[config.mk]
export PLATFORM = sky130hd
export DESIGN_NAME = hbfs_supervisor
export DESIGN_NICKNAME = d
export VERILOG_FILES = /design/src/hbfs_pkg.sv /design/src/hbfs_supervisor.sv /design/src/hbfs_timer.sv /design/src/hbfs_oc_channel.sv
export SDC_FILE = /design/constraint.sdc
export NUM_CORES = 1
export LEC_CHECK = 0
export ABC_AREA = 0
export BUFFER_PORTS_ARGS = -buffer_cell sky130_fd_sc_hd__buf_2
export CAP_MARGIN = 0
export CORE_MARGIN = 2
export CORE_UTILIZATION = 59
export DETAILED_ROUTE_END_ITERATION = 8
export PLACE_DENSITY = 0.88
export SETUP_SLACK_MARGIN = 0.5
export SKIP_LAST_GASP = 1
export SLEW_MARGIN = 20
export SYNTH_ARGS = -nofsm -noshare
export SYNTH_HDL_FRONTEND = slang
export SYNTH_SLANG_ARGS = --single-unit
[constraint.sdc]
create_clock -name clock -period 4.4 [get_ports clock]
set_clock_uncertainty 0.1 [all_clocks]
set_input_delay 1.1 -clock clock [delete_from_list [all_inputs] [get_ports clock]]
set_output_delay 1.1 -clock clock [all_outputs]
set_load 0.01 [all_outputs]
[src/hbfs_pkg.sv]
/*
  Constants, register map and state encoding of the half-bridge fault
  supervisor. Assumes a 200 MHz clock; all times are converted to cycles.
*/
package hbfs_pkg;
  // ==========================================================================
  // Time base
  localparam int CLK_MHZ        = 200;
  localparam int TIMER_W        = 20;
  localparam int PULSE_MIN_US   = 20;
  localparam int PULSE_MIN_CYC  = PULSE_MIN_US * CLK_MHZ;
  localparam int OC_FILTER_US   = 1;
  localparam int OC_FILTER_CYC  = OC_FILTER_US * CLK_MHZ;
  localparam int RETRY_US       = 1000;
  localparam int RETRY_CYC      = RETRY_US * CLK_MHZ;
  localparam int SLEEP_ENTRY_US = 120;
  localparam int SLEEP_ENTRY_CYC = SLEEP_ENTRY_US * CLK_MHZ;
  localparam int WAKE_US        = 1000;
  localparam int WAKE_CYC       = WAKE_US * CLK_MHZ;

  // ==========================================================================
  // Bridges
  localparam int NUM_BRIDGES = 4;

  // ==========================================================================
  // Register bus
  localparam int              ADDR_W        = 8;
  localparam logic [7:0]      CTRL_OFFSET   = 8'h00;
  localparam logic [7:0]      STATUS_OFFSET = 8'h04;
  localparam logic [3:0]      CTRL_RESET    = 4'hF;
  localparam logic [1:0]      RESP_OKAY     = 2'h0;
  localparam logic [1:0]      RESP_SLVERR   = 2'h2;
  localparam int              ST_OC_LSB     = 0;
  localparam int              ST_OT_BIT     = 4;
  localparam int              ST_MOTOR_SUPPLY_LOCKOUT_BIT   = 5;
  localparam int              ST_PUMP_UNDERVOLTAGE_BIT   = 6;
  localparam int              ST_LRST_BIT   = 7;
  localparam int              ST_STATE_LSB  = 8;
  localparam int              ST_PIN_BIT    = 10;
  localparam int              ST_AUTO_BIT   = 11;

  // ==========================================================================
  // Power mode states, Gray along asleep-waking-awake-entering
  typedef enum logic [1:0] {
    ST_ASLEEP   = 2'h0,
    ST_WAKING   = 2'h1,
    ST_AWAKE    = 2'h3,
    ST_ENTERING = 2'h2
  } hbfs_state_t;
endpackage : hbfs_pkg

[src/hbfs_supervisor.sv]
/*
  Fault supervisor and power-mode sequencer of a four-channel half-bridge
  driver, with an AXI4-Lite register slave.
  Assumes all condition inputs are synchronous levels from analog monitors
  and that the fault pin wire is resolved outside from the enable.
*/
`timescale 1ns/1ps
// How it works
// - Supply lockout tri-states outputs, pulls fault low, stops pump.
// - Bridges and fault pin recover when supply rises above lockout.
// - Supply below digital reset level resets logic, releases fault pin.
// - Pump undervoltage tri-states outputs, pulls fault low, pump keeps running.
// - Logic supply failure tri-states, stops pump, resets logic, no fault.
// - Limit held past filter time flags fault, disables only that bridge.
// - High-side and low-side limits both count as overcurrent.
// - Select low: overcurrent stays latched until reset pulse or power cycle.
// - Select high: bridge returns after retry delay once overcurrent gone.
// - Variant without select pin always latches overcurrent.
// - Overtemperature disables all bridges, pulls fault low, stops pump.
// - Select low: overtemperature latched until reset pulse after cooling.
// - Select high or no pin: overtemperature clears once cooled.
// - Fault pin is open-drain, low while any fault outside sleep, released at reset.
// - Sleep pin low for the entry delay shuts bridges, regulator, pump.
// - Sleep pin high wakes; inputs ready only after wake delay.
// - Operating only with sleep pin high; supply above lockout needed only to leave waking.
// - Sleep low pulse over 20 us clears latched faults.
// - Reset pulse leaves pump and other blocks untouched.
module hbfs_supervisor #(
  parameter int HAS_RECOVERY_SELECT = 1,
  parameter int OC_FILTER_CYC       = hbfs_pkg::OC_FILTER_CYC,
  parameter int RETRY_CYC           = hbfs_pkg::RETRY_CYC,
  parameter int SLEEP_ENTRY_CYC     = hbfs_pkg::SLEEP_ENTRY_CYC,
  parameter int WAKE_CYC            = hbfs_pkg::WAKE_CYC
) (
  input  wire logic                               clock,
  input  wire logic                               rst_b,
  input  wire logic                               motorSupplyLockout,
  input  wire logic                               supplyBelowReset,
  input  wire logic                               logicSupplyFail,
  input  wire logic                               pumpUndervoltage,
  input  wire logic [hbfs_pkg::NUM_BRIDGES-1:0]   currentLimitHs,
  input  wire logic [hbfs_pkg::NUM_BRIDGES-1:0]   currentLimitLs,
  input  wire logic                               overtemperatureShutdown,
  input  wire logic                               faultRecoverySelect,
  input  wire logic                               sleepRequestN,
  input  wire logic                               faultIndicatorNI,
  output logic                                    faultIndicatorNO,
  output logic                                    faultIndicatorNOe,
  output logic [hbfs_pkg::NUM_BRIDGES-1:0]        bridgeEnable,
  output logic                                    chargePumpEnable,
  output logic                                    regulatorEnable,
  output logic                                    readyForInputs,
  input  wire logic                               awvalid,
  output logic                                    awready,
  input  wire logic [hbfs_pkg::ADDR_W-1:0]        awaddr,
  input  wire logic                               wvalid,
  output logic                                    wready,
  input  wire logic [31:0]                        wdata,
  input  wire logic [3:0]                         wstrb,
  output logic                                    bvalid,
  input  wire logic                               bready,
  output logic [1:0]                              bresp,
  input  wire logic                               arvalid,
  output logic                                    arready,
  input  wire logic [hbfs_pkg::ADDR_W-1:0]        araddr,
  output logic                                    rvalid,
  input  wire logic                               rready,
  output logic [31:0]                             rdata,
  output logic [1:0]                              rresp
);
  // ==========================================================================
  // Timer limits
  localparam int TW = hbfs_pkg::TIMER_W;
  localparam int NB = hbfs_pkg::NUM_BRIDGES;
  localparam logic [TW-1:0] OC_LIM    = OC_FILTER_CYC[TW-1:0];
  localparam logic [TW-1:0] RETRY_LIM = RETRY_CYC[TW-1:0];
  localparam logic [TW-1:0] SLEEP_LIM = SLEEP_ENTRY_CYC[TW-1:0];
  localparam logic [TW-1:0] WAKE_LIM  = WAKE_CYC[TW-1:0];
  localparam logic [TW-1:0] PULSE_LIM = hbfs_pkg::PULSE_MIN_CYC[TW-1:0];

  // ==========================================================================
  // Declarations
  hbfs_pkg::hbfs_state_t stateFf;
  hbfs_pkg::hbfs_state_t nxt_state;
  logic          logicReset;
  logic          autoOc;
  logic          autoOt;
  logic          sleepNPrevFf;
  logic          pulseSeenFf;
  logic          pulseDone;
  logic          sleepDone;
  logic          wakeDone;
  logic          clearLatched;
  logic          otLatchedFf;
  logic          otActive;
  logic [NB-1:0] ocFault;
  logic          anyFault;
  logic          asleep;
  logic          driveOk;
  logic [3:0]    bridgeMaskFf;
  logic [NB-1:0] bridgeEnableFf;
  logic          chargePumpEnableFf;
  logic          regulatorEnableFf;
  logic          faultOeFf;
  logic          readyFf;
  logic          awHeldFf;
  logic          wHeldFf;
  logic [7:0]    awAddrFf;
  logic [31:0]   wDataFf;
  logic [3:0]    wStrbFf;
  logic          bvalidFf;
  logic [1:0]    brespFf;
  logic          rvalidFf;
  logic [31:0]   rdataFf;
  logic [1:0]    rrespFf;
  logic [31:0]   statusWord;
  logic          doWrite;

  // ==========================================================================
  // Supply and mode qualifiers
  assign logicReset = supplyBelowReset || logicSupplyFail;
  assign autoOc = (HAS_RECOVERY_SELECT != 0) && faultRecoverySelect;
  assign autoOt = (HAS_RECOVERY_SELECT == 0) || faultRecoverySelect;
  assign asleep = (stateFf == hbfs_pkg::ST_ASLEEP);

  // ==========================================================================
  // Sleep pin timing
  always_ff @(posedge clock or negedge rst_b) begin
    if (!rst_b) begin
      sleepNPrevFf <= 1'h1;
      pulseSeenFf  <= 1'h0;
    end else begin
      sleepNPrevFf <= sleepRequestN;
      pulseSeenFf  <= pulseDone;
    end
  end

  hbfs_timer u_pulse (
    .clock (clock),
    .rst_b (rst_b),
    .run   (!sleepRequestN),
    .limit (PULSE_LIM),
    .done  (pulseDone)
  );

  hbfs_timer u_sleep (
    .clock (clock),
    .rst_b (rst_b),
    .run   (stateFf == hbfs_pkg::ST_ENTERING),
    .limit (SLEEP_LIM),
    .done  (sleepDone)
  );

  hbfs_timer u_wake (
    .clock (clock),
    .rst_b (rst_b),
    .run   (stateFf == hbfs_pkg::ST_WAKING),
    .limit (WAKE_LIM),
    .done  (wakeDone)
  );

  // Pulse timer clears on the rise, so its done flag is kept one cycle
  assign clearLatched = sleepRequestN && !sleepNPrevFf && pulseSeenFf;

  // ==========================================================================
  // Power mode sequencing
  always_comb begin
    nxt_state = stateFf;
    unique case (stateFf)
      hbfs_pkg::ST_AWAKE: begin
        if (!sleepRequestN) begin
          nxt_state = hbfs_pkg::ST_ENTERING;
        end
      end
      hbfs_pkg::ST_ENTERING: begin
        if (sleepRequestN) begin
          nxt_state = hbfs_pkg::ST_AWAKE;
        end else if (sleepDone) begin
          nxt_state = hbfs_pkg::ST_ASLEEP;
        end
      end
      hbfs_pkg::ST_ASLEEP: begin
        if (sleepRequestN) begin
          nxt_state = hbfs_pkg::ST_WAKING;
        end
      end
      hbfs_pkg::ST_WAKING: begin
        if (!sleepRequestN) begin
          nxt_state = hbfs_pkg::ST_ENTERING;
        end else if (wakeDone && !motorSupplyLockout) begin
          nxt_state = hbfs_pkg::ST_AWAKE;
        end
      end
    endcase
  end

  always_ff @(posedge clock or negedge rst_b) begin
    if (!rst_b) begin
      stateFf <= hbfs_pkg::ST_WAKING;
    end else if (logicReset) begin
      stateFf <= hbfs_pkg::ST_WAKING;
    end else begin
      stateFf <= nxt_state;
    end
  end

  // ==========================================================================
  // Overcurrent per bridge
  for (genvar gi = 0; gi < NB; gi++) begin : g_oc
    hbfs_oc_channel u_oc (
      .clock        (clock),
      .rst_b        (rst_b),
      .logicReset   (logicReset),
      .hsLimit      (currentLimitHs[gi]),
      .lsLimit      (currentLimitLs[gi]),
      .autoRetry    (autoOc),
      .clearLatched (clearLatched),
      .filterLimit  (OC_LIM),
      .retryLimit   (RETRY_LIM),
      .ocFaultFf    (ocFault[gi])
    );
  end

  // ==========================================================================
  // Overtemperature latch, set wins over clear
  always_ff @(posedge clock or negedge rst_b) begin
    if (!rst_b) begin
      otLatchedFf <= 1'h0;
    end else if (logicReset) begin
      otLatchedFf <= 1'h0;
    end else if (overtemperatureShutdown) begin
      otLatchedFf <= 1'h1;
    end else if (autoOt || clearLatched) begin
      otLatchedFf <= 1'h0;
    end
  end

  assign otActive = overtemperatureShutdown || otLatchedFf;
  assign anyFault = motorSupplyLockout || pumpUndervoltage || otActive ||
                    (|ocFault);

  // ==========================================================================
  // Output stage enables
  assign driveOk = !logicReset && !motorSupplyLockout && !pumpUndervoltage &&
                   !otActive && !asleep;

  always_ff @(posedge clock or negedge rst_b) begin
    if (!rst_b) begin
      bridgeEnableFf <= '0;
    end else begin
      bridgeEnableFf <= {NB{driveOk}} & ~ocFault & bridgeMaskFf;
    end
  end

  // Pump ignores the clear pulse and pump undervoltage
  always_ff @(posedge clock or negedge rst_b) begin
    if (!rst_b) begin
      chargePumpEnableFf <= 1'h0;
    end else begin
      chargePumpEnableFf <= !logicReset && !motorSupplyLockout &&
                            !otActive && !asleep;
    end
  end

  always_ff @(posedge clock or negedge rst_b) begin
    if (!rst_b) begin
      regulatorEnableFf <= 1'h1;
    end else begin
      regulatorEnableFf <= !asleep;
    end
  end

  always_ff @(posedge clock or negedge rst_b) begin
    if (!rst_b) begin
      faultOeFf <= 1'h0;
    end else begin
      faultOeFf <= !logicReset && !asleep && anyFault;
    end
  end

  always_ff @(posedge clock or negedge rst_b) begin
    if (!rst_b) begin
      readyFf <= 1'h0;
    end else begin
      readyFf <= (nxt_state == hbfs_pkg::ST_AWAKE) && !logicReset;
    end
  end

  assign bridgeEnable      = bridgeEnableFf;
  assign chargePumpEnable  = chargePumpEnableFf;
  assign regulatorEnable   = regulatorEnableFf;
  assign faultIndicatorNO  = 1'h0;
  assign faultIndicatorNOe = faultOeFf;
  assign readyForInputs    = readyFf;

  // ==========================================================================
  // Register bus write path
  assign awready = !awHeldFf && !bvalidFf;
  assign wready  = !wHeldFf && !bvalidFf;
  assign doWrite = awHeldFf && wHeldFf && !bvalidFf;

  always_ff @(posedge clock or negedge rst_b) begin
    if (!rst_b) begin
      awHeldFf <= 1'h0;
      awAddrFf <= 8'h00;
    end else if (awvalid && awready) begin
      awHeldFf <= 1'h1;
      awAddrFf <= awaddr;
    end else if (doWrite) begin
      awHeldFf <= 1'h0;
    end
  end

  always_ff @(posedge clock or negedge rst_b) begin
    if (!rst_b) begin
      wHeldFf <= 1'h0;
      wDataFf <= 32'h0000_0000;
      wStrbFf <= 4'h0;
    end else if (wvalid && wready) begin
      wHeldFf <= 1'h1;
      wDataFf <= wdata;
      wStrbFf <= wstrb;
    end else if (doWrite) begin
      wHeldFf <= 1'h0;
    end
  end

  always_ff @(posedge clock or negedge rst_b) begin
    if (!rst_b) begin
      bvalidFf <= 1'h0;
      brespFf  <= hbfs_pkg::RESP_OKAY;
    end else if (doWrite) begin
      bvalidFf <= 1'h1;
      brespFf  <= (awAddrFf == hbfs_pkg::CTRL_OFFSET ||
                   awAddrFf == hbfs_pkg::STATUS_OFFSET) ?
                  hbfs_pkg::RESP_OKAY : hbfs_pkg::RESP_SLVERR;
    end else if (bready) begin
      bvalidFf <= 1'h0;
    end
  end

  always_ff @(posedge clock or negedge rst_b) begin
    if (!rst_b) begin
      bridgeMaskFf <= hbfs_pkg::CTRL_RESET;
    end else if (doWrite && awAddrFf == hbfs_pkg::CTRL_OFFSET && wStrbFf[0]) begin
      bridgeMaskFf <= wDataFf[3:0];
    end
  end

  assign bvalid = bvalidFf;
  assign bresp  = brespFf;

  // ==========================================================================
  // Register bus read path
  always_comb begin
    statusWord = 32'h0000_0000;
    statusWord[hbfs_pkg::ST_OC_LSB +: NB] = ocFault;
    statusWord[hbfs_pkg::ST_OT_BIT]       = otActive;
    statusWord[hbfs_pkg::ST_MOTOR_SUPPLY_LOCKOUT_BIT]     = motorSupplyLockout;
    statusWord[hbfs_pkg::ST_PUMP_UNDERVOLTAGE_BIT]     = pumpUndervoltage;
    statusWord[hbfs_pkg::ST_LRST_BIT]     = logicReset;
    statusWord[hbfs_pkg::ST_STATE_LSB +: 2] = stateFf;
    statusWord[hbfs_pkg::ST_PIN_BIT]      = faultIndicatorNI;
    statusWord[hbfs_pkg::ST_AUTO_BIT]     = autoOc;
  end

  assign arready = !rvalidFf;

  always_ff @(posedge clock or negedge rst_b) begin
    if (!rst_b) begin
      rvalidFf <= 1'h0;
      rdataFf  <= 32'h0000_0000;
      rrespFf  <= hbfs_pkg::RESP_OKAY;
    end else if (arvalid && arready) begin
      rvalidFf <= 1'h1;
      rrespFf  <= hbfs_pkg::RESP_OKAY;
      if (araddr == hbfs_pkg::CTRL_OFFSET) begin
        rdataFf <= {28'h0000000, bridgeMaskFf};
      end else if (araddr == hbfs_pkg::STATUS_OFFSET) begin
        rdataFf <= statusWord;
      end else begin
        rdataFf <= 32'h0000_0000;
        rrespFf <= hbfs_pkg::RESP_SLVERR;
      end
    end else if (rready) begin
      rvalidFf <= 1'h0;
    end
  end

  assign rvalid = rvalidFf;
  assign rdata  = rdataFf;
  assign rresp  = rrespFf;
endmodule : hbfs_supervisor

[src/hbfs_timer.sv]
/*
  Saturating cycle counter. Counts while run is high, clears when low.
  Assumes the limit is stable while run is high.
*/
`timescale 1ns/1ps
module hbfs_timer #(
  parameter int W = hbfs_pkg::TIMER_W
) (
  input  wire logic         clock,
  input  wire logic         rst_b,
  input  wire logic         run,
  input  wire logic [W-1:0] limit,
  output logic              done
);
  // ==========================================================================
  // Counter
  logic [W-1:0] countFf;

  always_ff @(posedge clock or negedge rst_b) begin
    if (!rst_b) begin
      countFf <= '0;
    end else if (!run) begin
      countFf <= '0;
    end else if (countFf != limit) begin
      countFf <= countFf + W'(1);
    end
  end

  assign done = run && (countFf == limit);
endmodule : hbfs_timer

[src/hbfs_oc_channel.sv]
/*
  Overcurrent supervision of one half-bridge: filter, latch or retry.
  Assumes limit flags from both transistors, synchronous to clock.
*/
`timescale 1ns/1ps
module hbfs_oc_channel (
  input  wire logic                         clock,
  input  wire logic                         rst_b,
  input  wire logic                         logicReset,
  input  wire logic                         hsLimit,
  input  wire logic                         lsLimit,
  input  wire logic                         autoRetry,
  input  wire logic                         clearLatched,
  input  wire logic [hbfs_pkg::TIMER_W-1:0] filterLimit,
  input  wire logic [hbfs_pkg::TIMER_W-1:0] retryLimit,
  output logic                              ocFaultFf
);
  // ==========================================================================
  // Filter and retry timers
  logic limitActive;
  logic filtDone;
  logic retryDone;
  logic nxt_ocFault;

  assign limitActive = hsLimit || lsLimit;

  hbfs_timer u_filter (
    .clock (clock),
    .rst_b (rst_b),
    .run   (limitActive && !logicReset),
    .limit (filterLimit),
    .done  (filtDone)
  );

  hbfs_timer u_retry (
    .clock (clock),
    .rst_b (rst_b),
    .run   (ocFaultFf && autoRetry),
    .limit (retryLimit),
    .done  (retryDone)
  );

  // ==========================================================================
  // Fault flag, set wins over clear
  always_comb begin
    nxt_ocFault = ocFaultFf;
    if (logicReset) begin
      nxt_ocFault = 1'h0;
    end else if (filtDone) begin
      nxt_ocFault = 1'h1;
    end else if (ocFaultFf && !limitActive) begin
      if (autoRetry && retryDone) begin
        nxt_ocFault = 1'h0;
      end else if (!autoRetry && clearLatched) begin
        nxt_ocFault = 1'h0;
      end
    end
  end

  always_ff @(posedge clock or negedge rst_b) begin
    if (!rst_b) begin
      ocFaultFf <= 1'h0;
    end else begin
      ocFaultFf <= nxt_ocFault;
    end
  end
endmodule : hbfs_oc_channel

==> results.rst <==
.. list-table::
   :header-rows: 1

   * - Metric
     - Value
   * - Status
     - complete, no violations
   * - Total power density per cell area
     - 370 nW/um^2
   * - Slew Limit Headroom
     - 0.404
   * - Count of buffers added by post-CTS timing repair for setup
     - 0
   * - Syn Std Cell Area
     - 14100 sq um
   * - Share of flip-flops with an asynchronous set or reset after synthesis
     - 1.00
   * - Core area
     - 23500 sq um
   * - Worst R2R Start
     - u_wake.countFf[13]
   * - Post-detailed-route wirelength per cell
     - 17.0 microns
   * - Area share of the largest cell type after synthesis
     - 0.470
   * - Highest achievable clock rate
     - 370 MHz
   * - Weighted congestion reported at the end of routability-driven placement
     - 0.854
   * - Maxcap violations
     - 0
   * - Area share of and/or/nand/nor cells after synthesis
     - 0.272
   * - Post-synthesis sequential area ratio
     - 0.483
   * - Count of instances resized after the clock tree is built
     - 0
   * - Hold-fix buffers, CTS
     - 0
   * - Sort of element at the end of the critical path
     - register
   * - Overall die area
     - 25200 sq um
   * - Starting density of the core
     - 0.601
   * - Main combinational cell family by area after synthesis
     - simple AND/OR/NAND/NOR gates
   * - Clock tree from TritonCTS
     - built
   * - Post-synthesis to final-layout area growth
     - 11.8%
   * - Leading cell types by total area after synthesis
     - sky130_fd_sc_hd__dfrtp_1, sky130_fd_sc_hd__nor2_1, sky130_fd_sc_hd__a21oi_1
   * - LEAKAGE
     - 6.37 nW
   * - Xor/xnor cell area share of the yosys netlist
     - 0.0658
   * - Adder-cell area share of the yosys netlist
     - 0.0195
   * - Share of post-route cells with drive strength above 1
     - 0.121
   * - Yosys synthesis warning count
     - 0
   * - Multiplexer fraction of the synthesized cell area
     - 0.0201
   * - Clock input transition at the sequential cells of the worst setup and hold paths
     - 0.07 ns
   * - Transition time at the pin with the least slew margin
     - 0.894 ns
   * - Number of distinct standard cells referenced by the synthesized netlist
     - 64
   * - Buffer depth of the longest clock path
     - 3
   * - Maximum fanout along the worst path
     - 7
   * - Area after detailed placement
     - 14700 sq um
   * - Share of the clock period used by the worst path after layout
     - 0.613
   * - Antenna-violating nets left
     - 0
   * - Global router's overall resource usage
     - 0.257
   * - Num ports
     - 125
   * - Maximum number of pins on one net before global-route repair
     - 115
   * - Area of all placed cells without fillers
     - 15800 sq um
   * - Die width
     - 159 microns
   * - 1st-iter DRT viols
     - 802
   * - CTS sink cnt
     - 272
   * - Via count of the first global-routing pass
     - 11200
   * - Worst EP arrival
     - 3.08 ns
   * - Worst ir drop on vdd
     - 0.287 mV
   * - Final count of pins violating max slew
     - 0
   * - Remaining design rule violation count
     - 0
   * - Final critical delay including setup and external delays
     - 2.70 ns
   * - Level count of the clock H-tree
     - 1
   * - Total of buffers placed on input and output ports
     - 70
   * - Antenna violations before repair
     - 1
   * - Final-stage net count
     - 1648
   * - Number of vias in the routed layout
     - 11700
   * - Length of the first detailed-routing pass in iterations
     - 6
   * - Chip Height
     - 159 microns
   * - Path type of the worst setup path
     - primary input to register
   * - Count of flip-flops with a built-in enable after synthesis
     - 0
   * - Post-DR vias/cell
     - 6.18
   * - Detail Placement HPWL
     - 21.4 mm
   * - Class of the tightest hold or removal check
     - register to register
   * - First-pass GRT wire length
     - 53.5 mm
   * - Worst setup path startpoint
     - araddr[1]
   * - Most used flip-flop cell after synthesis
     - sky130_fd_sc_hd__dfrtp_1
   * - Data required time at the worst endpoint
     - 4.78 ns
   * - Floorplan row count
     - 56
   * - Mean cell area of the mapped netlist
     - 9.49 sq um
   * - Setup TNS after final layout
     - 0 ns
   * - Unrepaired setup endpoints after global routing
     - false
   * - Clk Latency, worst-skew pair
     - 0.56 ns
   * - Worst setup SP type
     - primary input
   * - Most numerous cell in the Yosys netlist
     - sky130_fd_sc_hd__dfrtp_1
   * - Grt ovf
     - 0
   * - Final number of setup-violating endpoints
     - 0
   * - Worst Hold Launch
     - bresp[1]
   * - #FFs+latches synth
     - 272
   * - Root buffer cell
     - sky130_fd_sc_hd__clkbuf_16
   * - Post-Synthesis Cells
     - 1486
   * - Total wire length after detailed routing
     - 32.2 mm
   * - Post-synth top area cell
     - sky130_fd_sc_hd__dfrtp_1
   * - Final hold viol count
     - 0
   * - List of most frequent post-synthesis cells
     - sky130_fd_sc_hd__dfrtp_1, sky130_fd_sc_hd__nor2_1, sky130_fd_sc_hd__a21oi_1
   * - TritonCTS Buffers
     - 29
   * - Post-synthesis compound-gate area fraction
     - 0.0985
==> logic make-up (layout without fill, tap and decap cells) <==
| kind of cell | count (synthesis) | count (layout) |
|---|---|---|
| flip-flops | 272 | 272 |
| multiplexers | 26 | 26 |
| AND/OR/NAND/NOR | 693 | 693 |
| AO/OA/AOI/OAI | 242 | 242 |
| other | 1 | 24 |
| XOR/XNOR | 106 | 106 |
| buffers and inverters | 124 | 190 |
| adder cells (fa/ha/maj) | 22 | 22 |
==> cells in the final DEF (no fill, tap or decap), types with 49 or more instances in the layout <==
| cell type | n |
|---|---|
| sky130_fd_sc_hd__or3_1 | 49 |
| sky130_fd_sc_hd__a21oi_1 | 105 |
| sky130_fd_sc_hd__nand4_1 | 57 |
| sky130_fd_sc_hd__o21ai_0 | 74 |
| sky130_fd_sc_hd__inv_1 | 57 |
| sky130_fd_sc_hd__buf_2 | 69 |
| sky130_fd_sc_hd__dfrtp_1 | 265 |
| sky130_fd_sc_hd__nand2_1 | 93 |
| sky130_fd_sc_hd__nor2_1 | 142 |
| sky130_fd_sc_hd__nand3_1 | 88 |
| sky130_fd_sc_hd__xnor2_1 | 50 |
| sky130_fd_sc_hd__xor2_1 | 56 |
==> critical path, stage by stage <==
cell and delay (ns):
sky130_fd_sc_hd__buf_2 0.09, sky130_fd_sc_hd__or4_1 0.49, sky130_fd_sc_hd__or4_1 0.72, sky130_fd_sc_hd__nor2_2 0.46, sky130_fd_sc_hd__a22o_1 0.21
==> report_power, final <==
group / leakage, nW / internal [W] / switching [W]
Combinational: 2.14 / 0.000173 / 0.000236
Clock: 0.511 / 0.00164 / 0.00107
Sequential: 3.72 / 0.00262 / 0.0000939
Total: 6.37 / 0.00443 / 0.00140
==> per-layer routing <==
metal | part of all wire | GRT usage | vias to the layer above
met4 | 0.024 | 0.0751 | 0
met5 | 0 | 0 | -
li1 | - | - | 5466
met1 | 0.43 | 0.357 | 5786
met2 | 0.49 | 0.428 | 380
met3 | 0.057 | 0.0318 | 72
==> through the flow <==
step | hold slack [ns] | utilization | power, W | instances | setup WS (ns)
finish | 0.383 | 0.672 | 0.00583 | 1894 | 1.70
global route | 0.422 | 0.672 | 0.00602 | 1894 | 1.69
CTS | 0.388 | 0.672 | 0.00586 | 1893 | 1.76
detailed placement | 0.375 | 0.626 | 0.00316 | 1839 | 1.20
global placement | 0.367 | 0.626 | 0.00314 | 1839 | 1.25
floorplan | 0.372 | - | 0.00300 | 1508 | 1.69
==> path summary, 6_finish.rpt <==
kind                                                     end  cells past startpoint  slack, ns
hold / removal                                      bresp[1]                      2       0.38
setup reg to reg                           u_wake.countFf[2]                      4       2.00
max in group asynchronous                    bridgeMaskFf[3]                      2       2.73
setup / recovery                                    rdata[6]                      5       1.70
hold reg to reg                                     bresp[1]                      2       0.38
min in group asynchronous  g_oc[0].u_oc.u_filter.countFf[16]                      1       0.50
==> state kept, by name, summed over array words and instances (netlist names), 2 cells and up <==
signal                      count
u_wake.countFf                 20
u_pulse.countFf                20
g_oc.u_oc.u_retry.countFf      80
g_oc.u_oc.u_filter.countFf     80
bridgeMaskFf                    4
g_oc.u_oc.ocFaultFf             4
bridgeEnable                    4
u_sleep.countFf                20
wDataFf                         4
rdata                          12
awAddrFf                        8
stateFf                         2
==> cell type report <==
type | count | area, sq um
flip-flops and latches | 272 | 6820
clock inverters | 21 | 295
fillers | 1689 | 7700
repair buffers | 79 | 465
multi-input cells | 1112 | 6800
clock buffers | 33 | 781
inverters | 57 | 214
well taps | 319 | 399
diodes | 1 | 2.50
Power figures use the tool's default switching activity.
